**src/design/pdv_pkg.sv**
```systemverilog
// Shared constants and carrier types for the programmable integer divider
package pdv_pkg;

  // Width of the modulus bus, top bit is the most significant
  localparam int unsigned RATIO_W = 9;
  // Width of a pulse-width value (largest width is 128)
  localparam int unsigned WIDTH_W = RATIO_W - 1;

  // Legal division ratio range
  localparam logic [RATIO_W-1:0] MIN_RATIO = 9'h008;
  localparam logic [RATIO_W-1:0] MAX_RATIO = 9'h1FF;
  // Split inside the small-ratio range and the first octave band
  localparam logic [RATIO_W-1:0] SMALL_SPLIT = 9'h00C;
  localparam logic [RATIO_W-1:0] BAND_START = 9'h010;
  // Offsets subtracted from small ratios to get the high time
  localparam logic [RATIO_W-1:0] SMALL_OFF_LO = 9'h004;
  localparam logic [RATIO_W-1:0] SMALL_OFF_HI = 9'h008;

  // Values after reset
  localparam logic [RATIO_W-1:0] RST_CNT = 9'h000;
  localparam logic [RATIO_W-1:0] RST_RATIO = 9'h008;
  localparam logic [WIDTH_W-1:0] RST_WIDTH = 8'h04;

  // Modulus lines as they arrive: level of each line and whether it is driven
  typedef struct packed {
    logic [RATIO_W-1:0] level;
    logic [RATIO_W-1:0] driven;
  } pdv_mod_t;

  // Whole state of the divider
  typedef struct packed {
    logic run;
    logic start;
    logic out;
    logic [RATIO_W-1:0] cnt;
    logic [RATIO_W-1:0] ratio;
    logic [WIDTH_W-1:0] width;
  } pdv_state_t;

endpackage : pdv_pkg

```
**src/design/pdv_pulse_width.sv**
```systemverilog
// Lookup of the output high time, in input cycles, for a division ratio
`timescale 1ns/1ps
`default_nettype none
module pdv_pulse_width #(
  parameter int unsigned RATIO_W = 9
) (
  input wire logic [RATIO_W-1:0] ratio_i,
  output logic [RATIO_W-2:0] width_o
);
  import pdv_pkg::*;

  // The band logic assumes at least the small range plus one octave
  if (RATIO_W < 5 || RATIO_W > 16) begin : g_bad_width
    $error("pdv_pulse_width: RATIO_W out of range");
  end

  logic [RATIO_W-2:0] band [4:RATIO_W];
  logic [RATIO_W-1:0] small_w;

  // Octave band width
  // Highest set bit wins: band width is half the band's lowest ratio
  assign band[4] = '0;
  for (genvar i = 4; i < RATIO_W; i++) begin : g_band
    assign band[i+1] = ratio_i[i] ? (RATIO_W-1)'(1 << (i - 1)) : band[i];
  end

  // Small-ratio width
  // Small ratios: high time moves with the ratio
  always_comb begin
    if (ratio_i >= SMALL_SPLIT) begin
      small_w = ratio_i - SMALL_OFF_HI;
    end else begin
      small_w = ratio_i - SMALL_OFF_LO;
    end
  end

  // Choose between small-range and octave-band width
  assign width_o = (ratio_i < BAND_START) ? small_w[RATIO_W-2:0] : band[RATIO_W];

endmodule : pdv_pulse_width
`default_nettype wire

```
**src/design/pdv_divider.sv**
```systemverilog
// Programmable integer divider: one output period every N input cycles
//
// What this block does
// - Modulus lines form unsigned ratio 8 to 511
// - Undriven modulus lines count as zero bits
// - Ratios 8-15: high time N-4 or N-8
// - Ratios 16-511: high time half band start
// - Ratio captured once per output period
`timescale 1ns/1ps
`default_nettype none
module pdv_divider (
  input wire logic clk_i,
  input wire logic rst_b_i,
  input wire pdv_pkg::pdv_mod_t modulus_select_lines_i,
  output var logic div_out_o,
  output var logic period_start_o,
  output var logic [pdv_pkg::RATIO_W-1:0] active_ratio_o
);
  import pdv_pkg::*;

  pdv_state_t state_reg;
  pdv_state_t state_next;
  logic [RATIO_W-1:0] masked_ratio;
  logic [RATIO_W-1:0] eff_ratio;
  logic [WIDTH_W-1:0] eff_width;
  logic capture;

  for (genvar i = 0; i < RATIO_W; i++) begin : g_mask
    assign masked_ratio[i] = modulus_select_lines_i.level[i] & modulus_select_lines_i.driven[i];
  end

  // Unsigned ratio, clamped
  // Ratios below the legal floor run as the floor so the counter never stalls
  assign eff_ratio = (masked_ratio < MIN_RATIO) ? MIN_RATIO : masked_ratio;

  // High time for the ratio about to be captured
  pdv_pulse_width #(
    .RATIO_W(RATIO_W)
  ) u_width (
    .ratio_i(eff_ratio),
    .width_o(eff_width)
  );

  // Capture at period boundary
  // The lines are looked at only here, so mid-period changes cannot tear a period
  assign capture = !state_reg.run || (state_reg.cnt == state_reg.ratio - 9'h001);

  // Next-state logic of the whole divider
  always_comb begin
    state_next = state_reg;
    state_next.run = 1'b1;
    state_next.start = capture;
    if (capture) begin
      state_next.cnt = RST_CNT;
      state_next.ratio = eff_ratio;
      state_next.width = eff_width;
      state_next.out = 1'b1;
    end else begin
      state_next.cnt = state_reg.cnt + 9'h001;
      state_next.out = (state_next.cnt < {1'b0, state_reg.width});
    end
  end

  // State register
  always_ff @(posedge clk_i or negedge rst_b_i) begin
    if (!rst_b_i) begin
      state_reg <= '{run: 1'b0, start: 1'b0, out: 1'b0, cnt: RST_CNT,
                     ratio: RST_RATIO, width: RST_WIDTH};
    end else begin
      state_reg <= state_next;
    end
  end

  // Outputs straight from the state flops
  assign div_out_o = state_reg.out;
  assign period_start_o = state_reg.start;
  assign active_ratio_o = state_reg.ratio;

  // Helper: cycles since the last period start, and whether a period start has been seen
  logic [RATIO_W:0] gap_cnt;
  logic seen_start;
  always_ff @(posedge clk_i or negedge rst_b_i) begin
    if (!rst_b_i) begin
      gap_cnt <= '0;
      seen_start <= 1'b0;
    end else begin
      if (period_start_o) begin
        gap_cnt <= 10'h001;
        seen_start <= 1'b1;
      end else begin
        gap_cnt <= gap_cnt + 10'h001;
      end
    end
  end

  // Helper: expected clamp of the masked lines, kept apart from the datapath
  logic [RATIO_W-1:0] chk_ratio;
  assign chk_ratio = (masked_ratio >= MIN_RATIO) ? masked_ratio : MIN_RATIO;

  // Helper: high time of the running period from the band table, apart from the lookup
  logic [RATIO_W-1:0] chk_width;
  always_comb begin
    if (active_ratio_o >= 9'h100) begin
      chk_width = 9'h080;
    end else if (active_ratio_o >= 9'h080) begin
      chk_width = 9'h040;
    end else if (active_ratio_o >= 9'h040) begin
      chk_width = 9'h020;
    end else if (active_ratio_o >= 9'h020) begin
      chk_width = 9'h010;
    end else if (active_ratio_o >= BAND_START) begin
      chk_width = 9'h008;
    end else if (active_ratio_o >= SMALL_SPLIT) begin
      chk_width = active_ratio_o - SMALL_OFF_HI;
    end else begin
      chk_width = active_ratio_o - SMALL_OFF_LO;
    end
  end

  // Ratio in use always lies inside the legal range
  a_ratio_in_range: assert property (
    @(posedge clk_i) disable iff (!rst_b_i)
    state_reg.run |-> (active_ratio_o >= MIN_RATIO && active_ratio_o <= MAX_RATIO))
    else $error("active ratio outside 8..511");

  // Captured ratio equals the clamped masked lines of the capture cycle
  a_ratio_captured: assert property (
    @(posedge clk_i) disable iff (!rst_b_i)
    period_start_o |-> active_ratio_o == $past(chk_ratio))
    else $error("captured ratio differs from masked modulus lines");

  // All lines undriven must give the floor ratio
  a_undriven_floor: assert property (
    @(posedge clk_i) disable iff (!rst_b_i)
    (capture && modulus_select_lines_i.driven == '0) |=> active_ratio_o == MIN_RATIO)
    else $error("undriven modulus lines did not read as zero");

  // Small ratios 8 to 11 hold high for N minus 4
  a_small_low_width: assert property (
    @(posedge clk_i) disable iff (!rst_b_i)
    (period_start_o && active_ratio_o < SMALL_SPLIT)
    |-> state_reg.width == WIDTH_W'(active_ratio_o - SMALL_OFF_LO))
    else $error("high time wrong for ratio 8..11");

  // Small ratios 12 to 15 hold high for N minus 8
  a_small_high_width: assert property (
    @(posedge clk_i) disable iff (!rst_b_i)
    (period_start_o && active_ratio_o >= SMALL_SPLIT && active_ratio_o < BAND_START)
    |-> state_reg.width == WIDTH_W'(active_ratio_o - SMALL_OFF_HI))
    else $error("high time wrong for ratio 12..15");

  // Ratio 9 gives exactly five high cycles then low
  a_ratio9_pulse: assert property (
    @(posedge clk_i) disable iff (!rst_b_i)
    (period_start_o && active_ratio_o == 9'h009) |-> div_out_o [*5] ##1 !div_out_o)
    else $error("ratio 9 pulse not five cycles");

  // First octave band holds high for eight cycles
  a_band16_pulse: assert property (
    @(posedge clk_i) disable iff (!rst_b_i)
    (period_start_o && active_ratio_o >= 9'h010 && active_ratio_o < 9'h020)
    |-> div_out_o [*8] ##1 !div_out_o)
    else $error("band 16..31 pulse not eight cycles");

  // Top band width is 128 cycles
  a_band256_width: assert property (
    @(posedge clk_i) disable iff (!rst_b_i)
    (period_start_o && active_ratio_o[8]) |-> state_reg.width == 8'h80)
    else $error("band 256..511 width not 128");

  // Ratio may change only at the opening of a period
  a_ratio_once: assert property (
    @(posedge clk_i) disable iff (!rst_b_i)
    (state_reg.run && !$stable(active_ratio_o)) |-> period_start_o)
    else $error("ratio changed inside an output period");

  // Each period lasts exactly the ratio it captured
  a_period_length: assert property (
    @(posedge clk_i) disable iff (!rst_b_i)
    (period_start_o && seen_start) |-> gap_cnt == {1'b0, $past(active_ratio_o)})
    else $error("output period length differs from its ratio");

  // Every period opens on a high output
  a_start_high: assert property (
    @(posedge clk_i) disable iff (!rst_b_i)
    period_start_o |-> $rose(div_out_o))
    else $error("period did not open on a rising edge");

  // The start marker lasts exactly one input cycle
  a_start_single: assert property (
    @(posedge clk_i) disable iff (!rst_b_i)
    period_start_o |=> !period_start_o)
    else $error("period start marker held longer than one cycle");

  // Output is high exactly while the count is below the width
  a_high_window: assert property (
    @(posedge clk_i) disable iff (!rst_b_i)
    state_reg.run |-> div_out_o == (period_start_o || gap_cnt < {1'b0, chk_width}))
    else $error("output level disagrees with position in period");

  // Main scenarios
  c_ratio_min: cover property (
    @(posedge clk_i) disable iff (!rst_b_i)
    period_start_o && active_ratio_o == MIN_RATIO);

  c_ratio_max: cover property (
    @(posedge clk_i) disable iff (!rst_b_i)
    period_start_o && active_ratio_o == MAX_RATIO);

  c_ratio_hop: cover property (
    @(posedge clk_i) disable iff (!rst_b_i)
    period_start_o && seen_start && active_ratio_o != $past(active_ratio_o));

  c_undriven: cover property (
    @(posedge clk_i) disable iff (!rst_b_i)
    capture && modulus_select_lines_i.driven != '1 && modulus_select_lines_i.driven != '0);

  c_all_undriven: cover property (
    @(posedge clk_i) disable iff (!rst_b_i)
    capture && modulus_select_lines_i.driven == '0);

endmodule : pdv_divider
`default_nettype wire

```
**config.mk**
```make
export PLATFORM = sky130hd
export DESIGN_NAME = pdv_divider
export DESIGN_NICKNAME = d
export VERILOG_FILES = /design/src/design/pdv_pkg.sv /design/src/design/pdv_pulse_width.sv /design/src/design/pdv_divider.sv
export SDC_FILE = /design/constraint.sdc
export NUM_CORES = 1
export LEC_CHECK = 0
export BUFFER_PORTS_ARGS = -buffer_cell sky130_fd_sc_hd__clkbuf_2
export CAP_MARGIN = 40
export CORE_MARGIN = 2
export CORE_UTILIZATION = 56
export DETAILED_ROUTE_END_ITERATION = 12
export GPL_ROUTABILITY_DRIVEN = 0
export PLACE_DENSITY = 0.8
export SYNTH_ARGS = -nofsm -noshare
export SYNTH_HDL_FRONTEND = slang
export SYNTH_SLANG_ARGS = --single-unit
```
**constraint.sdc**
```tcl
create_clock -name clk_i -period 7.05 [get_ports clk_i]
set_input_delay 0.3525 -clock clk_i [delete_from_list [all_inputs] [get_ports clk_i]]
set_output_delay 0.3525 -clock clk_i [all_outputs]
set_load 0.02 [all_outputs]
```
### Word-level counts from Yosys, hierarchy flattened

Index checks and enable logic that the tools add are counted.

| word-level totals | value |
|---|---|
| register bits after elaboration | 29 |
| latch bits | 0 |
| memory bits (writable) | 0 |
| ROM bits | 0 |
| bits of input ports | 20 |
| output and inout port bits | 11 |
| word-level logic and storage cells | 35 |
| memories | 0 |

| cells by class | value |
|---|---|
| add/sub/neg operators | 4 |
| $mul | 0 |
| divide/modulo/power cells | 0 |
| $lt $le $gt $ge | 4 |
| equal/unequal tests | 1 |
| shift operators | 0 |
| mux-type cells | 9 |
| bitwise gates (word level) | 9 |
| reduce and logical (&&, ||, !) cells | 2 |

Operators by type and width:

| cell | number |
|---|---|
| 2-to-1 mux 8 bit | 6 |
| 2-to-1 mux 10 bit | 1 |
| adder 9 x 1 -> 9 bit, second input constant | 1 |
| bitwise AND 1 bit | 9 |
| equality test 9 bit | 1 |
| >= comparator 9 x 4 -> 1 bit, second input constant | 1 |
| less-than comparator 9 x 4 -> 1 bit, second input constant | 1 |
| less-than comparator 9 x 5 -> 1 bit, second input constant | 1 |
| less-than comparator 9 x 8 -> 1 bit | 1 |
| 2-to-1 mux 9 bit | 1 |
| subtractor 9 x 1 -> 9 bit, second input constant | 1 |
| subtractor 8 x 3 -> 8 bit, second input constant | 1 |
| subtractor 8 x 4 -> 8 bit, second input constant | 1 |
| 2-to-1 mux 4 bit | 1 |
| logical NOT 1 bit | 1 |
| logical OR 1 bit | 1 |

### Depth between registers and ports, before layout

Gate-level depths: netlist (run 1).

| depth | value |
|---|---|
| depth in word-level cells | 9 |
| gate-level depth with buffers | 9 |
| gate-level depth less buffers | 9 |

### By module

From an unflattened synthesis (run 1), not the netlist that was laid out.

| unflattened totals | value |
|---|---|
| cells, all modules | 210 |
| area total of the unflattened synthesis | 2103.3 um^2 |

By module, submodules not included:

| module | times used | cells an instance | area an instance (um^2) | sequential area each (um^2) |
|---|---|---|---|---|
| pdv_divider | 1 | 173 | 1805.5 | 728.2 |
| pdv_pulse_width | 1 | 37 | 297.8 | 0.0 |

### Least setup slack after synthesis (run 1)

No wires, ideal clock.

| timing | value |
|---|---|
| kind | register to register |
| from | register state_reg, in the netlist active_ratio_o[0] |
| to | register state_reg, in the netlist active_ratio_o[2] |
| library setup time | 125 ps |
| arrival time | 2448 ps |
| data required time | 6925 ps |
| setup slack | 4477 ps |
| stages on the path, launching flop included | 10 |
| path buffers | 1 |
| clock period less this slack | 2573 ps |
| cell sequence | dfrtp_1 > inv_1 > ha_1 > nor3b_1 > nand4_1 > nor2_1 > nor4b_1 > o41ai_4 > buf_6 > mux2_4 |

| on the way | value |
|---|---|
| longest elaborated chain between the ends | 3 |

RTL lines:

| item | line | source |
|---|---|---|
| start, declared | pdv_divider.sv:21 | `pdv_state_t state_reg;` |
| start signal, assigned | pdv_divider.sv:67 | `state_reg <= '{run: 1'b0, start: 1'b0, out: 1'b0, cnt: RST_CNT,` |
| start signal, assigned | pdv_divider.sv:70 | `state_reg <= state_next;` |
| subtractor 9 x 1 -> 9 bit | pdv_divider.sv:46 | `assign capture = !state_reg.run \|\| (state_reg.cnt == state_reg.ratio - 9'h001);` |
| equality test 9 bit | pdv_divider.sv:46 |  |
| logical OR 1 bit | pdv_divider.sv:46 |  |

No other way between the ends.
A chain may end at the register's enable or synchronous reset.

### Worst setup path after layout (run 1)

| timing | value |
|---|---|
| from | register state_reg, in the netlist active_ratio_o[0] |
| to | register state_reg[1] (netlist name) |

The elaborated chain is that of the path after synthesis.

==> summary.md, run 1 <==
| Metric | Value |
|---|---|
| Status | finished clean |
| Critical path startpoint category | flop |
| Max Transition Viols Final | 0 |
| Worst Hold Slack | 0.106 ns |
| # IOs | 31 |
| WS Path Type | reg -> reg |
| I/O Buffers | 30 |
| Worst-margin pin slew | 0.788 ns |
| Number of placement rows | 22 |
| Clk Tree Root Cell | clkbuf_8 |
| All-Layer GR Usage | 20.8% |
| First DRT Iteration DRCs | 51 |
| Remaining DRCs | 0 |
| Area grow syn2layout | 9.37% |
| Die W | 64.6 microns |
| Initial Utilization | 57.0% |
| Post-synth ARST share | 100% |
| Grt total ovfl | 0 |
| Mean Syn Cell Area | 9.74 sq um |
| Worst Path Arrival | 2.98 ns |
| Peak Freq | 355 MHz |
| Max reg flops | 18 |
| #FFs+latches synth | 29 |
| Ys Warns | 0 |
| Clock Skew | 0.00396 ns |
| Synth cell types | 49 |
| Period utilization | 40.0% |
| Leakage Power | 1.11 nW |
| Family with the most delay on the worst path | simple AND/OR/NAND/NOR gates |
| Clk_lat worst skew | 0.28 ns |
| Tmin final | 2.82 ns |
| Critical path's largest stage delay | 0.45 ns |
| Peak VDD IR | 132 uV |
| Setup tns final | 0 ns |
| CP Depth | 9 |
| DRT antenna net count | 0 |
| Layout cell share with drive strength beyond 1 | 24.3% |
| Drt total wl | 3810 microns |
| Critical path buffers and inverters | 2 |
| Post-synthesis net count | 245 |
| Die height | 64.6 microns |
| Synth Flop Type | dfrtp_1 |
| Core Footprint | 3610 sq um |
| Layout fillers | 307 |
| Slowest stage cell, crit path | dfrtp_1 |
| Total vias in the final route | 1550 |
| RSZ-0062 raised after global routing | no |
| Placed cells | 275 |
| Critical path origin | active_ratio_o[0] |
| Post-synth EDFFs | 0 |
| First-pass GRT wire length | 6590 microns |
| Setup bufs post-CTS | 0 |
| Crit. End Element | flop |
| Sequential area share after synthesis | 35.4% |
| Vias per Instance | 5.48 |
| Synth Instances | 211 |
| Max-slew headroom | 47.5% |
| Vias in the first global route | 1520 |
| Pin count of the biggest net entering global routing | 30 |
| Final setup violation count | 0 |
| Clock transition at the registers of the reported paths | 0.06 ns |
| Final cell count without fillers | 283 |
| Hold buffers post-CTS | 0 |
| Reg2Reg Launch Point | active_ratio_o[0] |
| Max-cap violation count | 0 |
| CP required | 7.21 ns |
| Final net count | 268 |
| Reg2Reg Depth | 9 |
| Worst Hold Class | in -> async |
| WL per Instance | 13.5 microns |
| Cts repair resizes | 0 |
| Clock Tree Buf Depth | 2 |
| DRT Pass-1 Iters | 4 |
| Ant diodes | 0 |
| Fin. Hold Viols | 0 |
| Worst-path cell chain | inv_1, ha_1, nor3b_1, nand4_1, nor2_1, nor4b_1, o41ai_4, buf_4, mux2_2 |
| Sink Count | 29 |
| Post-Synthesis Cell Area | 2060 sq um |
| Initial antenna violation count | 0 |
| PD cells | 356 nW/um^2 |
| CTS Buf Count | 5 |
| H-tree Lvls | 2 |
| Die area | 4170 sq um |
| HPWL after detailed placement | 2940 microns |
| CTS tree | yes |
| Worst Path Max Fanout | 28 |
[worst paths after layout]
kind	endpoint	slack (ns)
worst max register to register	state_reg[1]	4.23
worst min register to register	state_reg[6]	0.51
min in group clk_i	active_ratio_o[6]	0.40
max in group asynchronous	active_ratio_o[8]	6.50
worst max-delay path	state_reg[1]	4.23
worst min-delay path	state_reg[17]	0.11
[Yosys cell counts, types with 4 or more instances]
cell type  number  share of area [%]
a21oi_1         5                1.2
and2_1          9                2.7
buf_4           9                3.3
dfrtp_1        27                 33
ha_1           14                8.5
inv_1          18                3.3
mux2_2          8                4.4
mux2_4          4                2.9
mux2i_1         5                2.4
nand2_1        16                2.9
nand3_1        11                2.7
nor2_1          8                1.5
nor3_1          5                1.2
o21ai_0         7                1.7
xnor2_1        10                4.3
xor2_1          9                3.8
[stage by stage]
stage	setup slack [ns]	util, %	power (mW)	cell area, sq um
2_1_floorplan	4.48	-	0.614	2060
3_3_place_gp	4.12	60.1	0.663	2170
3_5_place_dp	4.02	60.1	0.677	2170
4_1_cts	4.20	62.4	0.809	2250
5_1_grt	3.98	62.4	0.862	2250
6_report	4.23	62.4	0.801	2250
[power breakdown]
group | switching, mW | internal [mW]
Sequential | 0.0643 | 0.219
Combinational | 0.202 | 0.188
Clock | 0.0598 | 0.0681
[logic make-up (layout without fill, tap and decap cells)]
family | Yosys count | after routing | synth area share [%]
simple gates | 70 | 70 | 19.3
buf+inv | 33 | 57 | 8.52
flops | 29 | 29 | 35.4
compound gates | 28 | 28 | 10.2
xor+xnor | 19 | 19 | 8.09
mux | 17 | 17 | 9.74
fa+ha+maj | 14 | 14 | 8.52
other cells | 1 | 1 | 0.182
[metal layers]
layer	share of wire, %	track usage, %
met1	45	25.0
met5	0	0
met3	3.6	4.86
met2	49	36.1
met4	2.3	7.98
[layout make-up]
class	count	area [sq um]	area share [%]
Multi-Input combinational cell	149	1150	51.3
Sequential cell	29	728	32.4
Timing Repair Buffer	31	158	7.01
Clock buffer	6	72.6	3.23
Inverter	18	67.6	3.01
Tap cell	48	60.1	2.67
Clock inverter	2	10.0	0.445
[layout by cell type (no fill, tap or decap), types with 4 or more instances in the layout]
| master | count |
|---|---|
| a21oi_1 | 5 |
| and2_1 | 9 |
| clkbuf_2 | 30 |
| clkbuf_8 | 5 |
| dfrtp_1 | 27 |
| ha_1 | 14 |
| inv_1 | 18 |
| mux2_2 | 8 |
| mux2_4 | 4 |
| mux2i_1 | 5 |
| nand2_1 | 16 |
| nand3_1 | 11 |
| nor2_1 | 8 |
| nor3_1 | 5 |
| o21ai_0 | 7 |
| xnor2_1 | 10 |
| xor2_1 | 9 |
(Power assumes the default switching activity.)
==> inputs of run 2 (changes only) <==
clock period = 2.8 ns   (was 7.05 ns; I/O delays follow)
==> run 2 against run 1 <==
  * Combinational power rose to 2.6 times the previous value
  * Maximum frequency up 8.4%
  * Cell count rose by 1.8%
  * Critical endpoint is now state_reg[0]
  * Largest cell class unchanged
  * Largest power group unchanged
==> summary.md, run 2 (synthesis gave the netlist of run 1 again) <==
| Metric | Value |
|---|---|
| HPWL after detailed placement | 2930 microns (-0.30%) |
| Ant diodes | 0 (unchanged) |
| Most Crowded Layer GR | met2 |
| Final Core Density | 65.0% (+2.7 points) |
| Commonest cells after routing, fill and taps aside | clkbuf_2 (30), dfrtp_1 (27), inv_1 (18) |
| Reg2Reg Launch Point | active_ratio_o[0] |
| Global routing usage on met1 | 26.8% (+1.9 points) |
| CP required | 2.96 ns (-4.25 ns) |
| Initial Utilization | 57.0% (unchanged) |
| Max Transition Viols Final | 0 (unchanged) |
| Max reg flops | 18 (unchanged) |
| Vias per Instance | 5.44 (-0.66%) |
| First DRT Iteration DRCs | 69 (+35%) |
| Clk Tree Root Cell | clkbuf_8 |
| P_int | 1.40 mW (+190%) |
| H-tree Lvls | 2 (unchanged) |
| RSZ-0062 raised after global routing | no |
| Clk pwr share | 22.9% (+6.9 points) |
| Setup tns final | 0 ns (unchanged) |
| CTS tree | yes |
| Vias in the first global route | 1508 (-0.79%) |
| Tmin final | 2.60 ns (-0.219 ns) |
| Max-cap violation count | 0 (unchanged) |
| Period utilization | 92.9% (+53 points) |
| Switching pwr | 0.838 mW (+160%) |
| Core Footprint | 3610 sq um (unchanged) |
| Leakage Power | 1.16 nW (+4.5%) |
| Clock Tree Buf Depth | 2 (unchanged) |
| # IOs | 31 (unchanged) |
| Number of placement rows | 22 (unchanged) |
| Leading cell type in the layout, fill and taps excluded | clkbuf_2 |
| Drt total wl | 3820 microns (+0.34%) |
| Sink Count | 29 (unchanged) |
| M3 GR Usage | 4.69% (-0.17 points) |
| Clock Skew | 0.00438 ns (+0.000420 ns) |
| Combinational Power Share | 45.7% (-3.0 points) |
| Status | finished clean |
| Worst Path Arrival | 2.76 ns (-0.22 ns) |
| Sw Ratio | 37.5% (-3.3 points) |
| Tot Pwr | 2.24 mW (+180%) |
| HP Start | modulus_select_lines_i[6] |
| Layout cell share with drive strength beyond 1 | 26.3% (+2.0 points) |
| Critical path origin | active_ratio_o[0] |
| Final net count | 273 (+1.9%) |
| Die W | 64.6 microns (unchanged) |
| DRT antenna net count | 0 (unchanged) |
| Area grow syn2layout | 14.1% |
| Worst Hold Class | in -> reg |
| Pin count of the biggest net entering global routing | 30 (unchanged) |
| Worst Path Max Fanout | 28 (unchanged) |
| Met2 GRT Util | 35.2% (-0.91 points) |
| Critical path startpoint category | flop |
| Clock transition at the registers of the reported paths | 0.06 ns (about the same) |
| Die height | 64.6 microns (unchanged) |
| Crit. End Element | flop |
| Worst-margin pin slew | 0.699 ns (-0.0886 ns) |
| All-Layer GR Usage | 21.1% (+0.32 points) |
| Peak VDD IR | 599 uV (+350%) |
| CTS Buf Count | 5 (unchanged) |
| I/O Buffers | 30 (unchanged) |
| Total vias in the final route | 1567 (+1.1%) |
| Clk_lat worst skew | 0.28 ns (about the same) |
| Seq pwr share | 31.4% (-4.0 points) |
| Peak Freq | 385 MHz (+8.4%) |
| Grt total ovfl | 0 (unchanged) |
| Initial antenna violation count | 0 (unchanged) |
| Final setup violation count | 0 (unchanged) |
| Die area | 4170 sq um (unchanged) |
| PD cells | 953 nW/um^2 (+170%) |
| Fin. Hold Viols | 0 (unchanged) |
| DRT Pass-1 Iters | 4 (unchanged) |
| First-pass GRT wire length | 6660 microns (+1.0%) |
| WS Path Type | reg -> reg |
| WL per Instance | 13.3 microns (-1.4%) |
| Max-slew headroom | 53.4% (+5.9 points) |
| Remaining DRCs | 0 (unchanged) |
==> run 2: cell types whose count changed in the layout (fill, tap and decap cells not counted) <==
cell	delta
buf_4	+4
bufinv_16	+2
clkbuf_1	-1
clkinv_2	-1
dlygate4sd3_1	+1
nor3b_1	-1
nor3b_2	+1
==> run 2: routing by layer <==
layer / up-vias / share of wire [%]
li1: 782 / -
met1: 746 / 48
met2: 34 / 47
met3: 5 / 3.7
met4: 0 / 1.9
met5: - / 0
==> run 2: area by class of cell <==
| type | count | area [sq um] |
|---|---|---|
| clock buffers | 5 | 68.8 |
| inverters | 18 | 67.6 |
| flip-flops and latches | 29 | 728 |
| fillers | 296 | 1260 |
| well taps | 48 | 60.1 |
| repair buffers | 36 | 198 |
| clock inverters | 3 | 65.1 |
| multi-input cells | 149 | 1160 |
==> run 2: final timing paths <==
path | to | slack (ns) | depth (start not counted)
worst max-delay path | state_reg[0] | 0.20 | 9
worst min-delay path | active_ratio_o[6] | 0.18 | 3
worst max register to register | state_reg[0] | 0.20 | 9
worst min register to register | state_reg[1] | 0.51 | 1
max in group asynchronous | div_out_o | 1.91 | 2
min in group asynchronous | state_reg[0] | 0.44 | 2
==> run 2: stage by stage <==
step / instances / hold WS [ns] / worst slack (ns) / instance area, sq um
floorplan: 211 / -0.156 / 0.227 / 2060
global placement: 279 / 0.216 / 0.220 / 2200
detailed placement: 279 / 0.217 / 0.193 / 2200
CTS: 288 / 0.174 / 0.165 / 2340
global route: 288 / 0.211 / 0.0526 / 2340
finish: 288 / 0.185 / 0.200 / 2340
==> run 2: what timing repair did <==
action,in CTS,in global routing
setup endpoints to repair,0,11
gates resized for setup,0,1
hold buffers,1,0
buffers inserted,0,0
endpoints found under the hold margin,27,0
==> run 2: power groups by stage <==
stage                     logic [mW]  clock network, mW  registers, mW
final                           1.02              0.511          0.703
after global routing            1.15              0.537          0.721
after CTS                       1.03              0.521          0.699
after detailed placement        1.02                  0          0.707
after global placement         0.990                  0          0.701
after floorplan                0.879                  0          0.667
==> run 2: critical path: stages (launching register included) <==
cell and delay (ns):
dfrtp_1 0.45, inv_1 0.07, ha_1 0.21, or3b_2 0.43, a211oi_1 0.19, o21ai_0 0.11
a32oi_1 0.30, o41ai_4 0.13, buf_4 0.26, mux2_4 0.33
==> inputs of run 3 (changes only) <==
ABC_AREA = 1   (was not set)
GPL_TIMING_DRIVEN = 0   (was not set)
PLACE_DENSITY = 0.79   (was 0.8)
==> run 3 against run 2 <==
  * Flip-flop and latch count did not move
  * Clock-buffer cell count increased by 2
  * Critical path type unchanged
  * Worst setup slack better by 0.37 ns
  * Critical path depth up 3
  * Maximum frequency is 17% higher
  * Largest power group is now sequential cells
==> summary.md, run 3 <==
| Metric | Value |
|---|---|
| Worst Hold Slack | 0.237 ns (+0.0528 ns) |
| Post-synth EDFFs | 0 (unchanged) |
| Die height | 65.7 microns (+1.7%) |
| Max Transition Viols Final | 0 (unchanged) |
| Clk pwr share | 35.9% (+13 points) |
| Max-cap violation count | 0 (unchanged) |
| P_int | 0.872 mW (-38%) |
| Max-slew headroom | 52.4% (-1.0 points) |
| Remaining DRCs | 0 (unchanged) |
| Critical path buffers and inverters | 2 (unchanged) |
| Peak Freq | 449 MHz (+17%) |
| Worst-path cell chain | ha_1, nand2_1, nor2_1, xor2_1, inv_1, ha_1, inv_1, nor3_1, a211o_1, a21oi_1, nand2_1, nand2_1 |
| Layout fillers | 322 (+8.8%) |
| Worst Hold Class | in -> reg |
| DRT Pass-1 Iters | 4 (unchanged) |
| H-tree Lvls | 2 (unchanged) |
| Critical path's largest stage delay | 0.45 ns (about the same) |
| CTS Buf Count | 5 (unchanged) |
| Area grow syn2layout | 15.8% |
| Clk Tree Root Cell | clkbuf_8 |
| Ys Warns | 0 (unchanged) |
| Status | finished clean |
| Synth Instances | 295 (+40%) |
| Grt total ovfl | 0 (unchanged) |
| Final setup violation count | 0 (unchanged) |
| Sink Count | 29 (unchanged) |
| Post-Synthesis Cell Area | 2130 sq um (+3.7%) |
| Setup ws final | 0.572 ns (+0.372 ns) |
| Synth cell types | 33 (-33%) |
| CP required | 3.02 ns (+0.06 ns) |
| RSZ-0062 raised after global routing | no |
| Cts repair resizes | 0 (unchanged) |
| Ant diodes | 0 (unchanged) |
| Leading cell type in the layout, fill and taps excluded | nand2_1 |
| Final cell count without fillers | 382 (+33%) |
| Max reg flops | 18 (unchanged) |
| Switching pwr | 0.372 mW (-56%) |
| Clk_lat worst skew | 0.28 ns (about the same) |
| Slowest stage cell, crit path | dfrtp_1 |
| Sw Ratio | 29.9% (-7.6 points) |
| Tmin final | 2.23 ns (-0.372 ns) |
| HPWL after detailed placement | 3320 microns (+13%) |
| Initial Utilization | 58.2% (+1.2 points) |
| Dpl ws | 0.583 ns (+0.390 ns) |
| All-Layer GR Usage | 22.6% (+1.5 points) |
| Hold buffers post-CTS | 1 (unchanged) |
| Pin count of the biggest net entering global routing | 30 (unchanged) |
| Clock Skew | 0.00233 ns (-0.00205 ns) |
| First DRT Iteration DRCs | 83 (+20%) |
| Sequential area share after synthesis | 34.2% (-1.2 points) |
| Setup bufs post-CTS | 0 (unchanged) |
| Clock Tree Buf Depth | 2 (unchanged) |
| Mean Syn Cell Area | 7.22 sq um (-26%) |
| Drt total wl | 4160 microns (+8.8%) |
| WS Path Type | reg -> reg |
| Top post-synthesis cells by count | nand2_1 (84), inv_1 (52), nand3_1 (31) |
| Cell taking the most area after synthesis | dfrtp_1 |
| #FFs+latches synth | 29 (unchanged) |
| Placed cells | 373 (+34%) |
| Period utilization | 79.6% (-13 points) |
| Worst Path Arrival | 2.45 ns (-0.31 ns) |
| I/O Buffers | 30 (unchanged) |
| Setup tns final | 0 ns (unchanged) |
| Leakage Power | 1.51 nW (+29%) |
| Count leader, synth | nand2_1 |
| Tot Pwr | 1.24 mW (-44%) |
| Crit. End Element | flop |
| Synth Flop Type | dfrtp_1 |
| Worst-margin pin slew | 0.715 ns (+0.0155 ns) |
| Combinational Power Share | 25.3% (-20 points) |
| First-pass GRT wire length | 7450 microns (+12%) |
| WL per Instance | 10.9 microns (-18%) |
| Clock transition at the registers of the reported paths | 0.06 ns (about the same) |
| Total vias in the final route | 1860 (+19%) |
| Post-synth ARST share | 100% (unchanged) |
| Post-synthesis net count | 329 (+34%) |
| Peak VDD IR | 284 uV (-53%) |
| DRT antenna net count | 0 (unchanged) |
| PD cells | 504 nW/um^2 (-47%) |
| Core Footprint | 3660 sq um (+1.5%) |
| Synth top area share | 31.7% (-1.2 points) |
| Family with the most delay on the worst path | adder cells |
| CTS tree | yes |
| Die area | 4310 sq um (+3.4%) |
| Layout cell share with drive strength beyond 1 | 18.6% (-7.7 points) |
| CP most frequent cell | nand2_1 |
| Fin. Hold Viols | 0 (unchanged) |
| R2R Setup Slk | 0.57 ns (+0.37 ns) |
| Seq pwr share | 38.7% (+7.3 points) |
| Vias per Instance | 4.87 (-11%) |
| Number of placement rows | 22 (unchanged) |
| Worst Path Max Fanout | 5 (-82%) |
| Vias in the first global route | 1745 (+16%) |
| Critical path startpoint category | flop |
| # IOs | 31 (unchanged) |
| Initial antenna violation count | 0 (unchanged) |
| Commonest cells after routing, fill and taps aside | nand2_1 (84), inv_1 (52), nand3_1 (31) |
| Final net count | 367 (+34%) |
| Top post-synthesis cells by area | dfrtp_1 (32%), nand2_1 (15%), inv_1 (9.2%) |
| Die W | 65.7 microns (+1.7%) |
## run 3: path summary, 6_finish.rpt
| path | from | endpoint | depth (start not counted) |
|---|---|---|---|
| min in group asynchronous | rst_b_i | state_reg[20] | 2 |
| max in group asynchronous | rst_b_i | active_ratio_o[1] | 2 |
| setup / recovery | state_reg[17] | div_out_o | 12 |
| hold reg to reg | state_reg[2] | state_reg[2] | 2 |
| setup reg to reg | state_reg[17] | div_out_o | 12 |
| hold / removal | modulus_select_lines_i[6] | active_ratio_o[6] | 5 |
## run 3: cells by family after synthesis
kind of cell / share of synthesized area (%)
xor+xnor: 5.58
flops: 34.2
other cells: 0.176
fa+ha+maj: 8.22
buf+inv: 14.4
compound gates: 4.17
simple gates: 33.3
## run 3: tightest hold or removal path: stages
cell	delay, ns
clkbuf_2	0.08
nand2_1	0.06
inv_1	0.06
nand2_1	0.08
nand2_1	0.05
## run 3: power groups by stage
stage | clock network (mW) | registers [mW] | logic [mW]
final | 0.447 | 0.482 | 0.315
after detailed placement | 0 | 0.489 | 0.316
after global routing | 0.471 | 0.486 | 0.364
after floorplan | 0 | 0.484 | 0.239
after global placement | 0 | 0.488 | 0.308
after CTS | 0.452 | 0.482 | 0.318
## run 3: layer usage
metal  track usage (%)  part of all wire (%)  vias up
li1                  -                     -      985
met1              28.5                    44      831
met2              39.1                    51       37
met3              3.60                   4.8        7
met4              7.81                   1.1        0
met5                 0                     0        -
## run 3: cell type report
cell class | count | area, sq um | area share [%]
clock buffer | 7 | 86.3 | 3.50
sequential | 29 | 728 | 29.5
buffer | 14 | 104 | 4.21
inverter | 54 | 203 | 8.21
tap | 48 | 60.1 | 2.43
multi-input combinational | 198 | 1100 | 44.4
clock inverter | 1 | 30.0 | 1.22
timing repair buffer | 31 | 160 | 6.49
## run 3: per-stage QoR
step / cell area (sq um) / utilization (%)
6_report: 2470 / 67.4
5_1_grt: 2470 / 67.4
4_1_cts: 2470 / 67.4
3_5_place_dp: 2340 / 63.9
3_3_place_gp: 2340 / 63.9
2_1_floorplan: 2130 / -
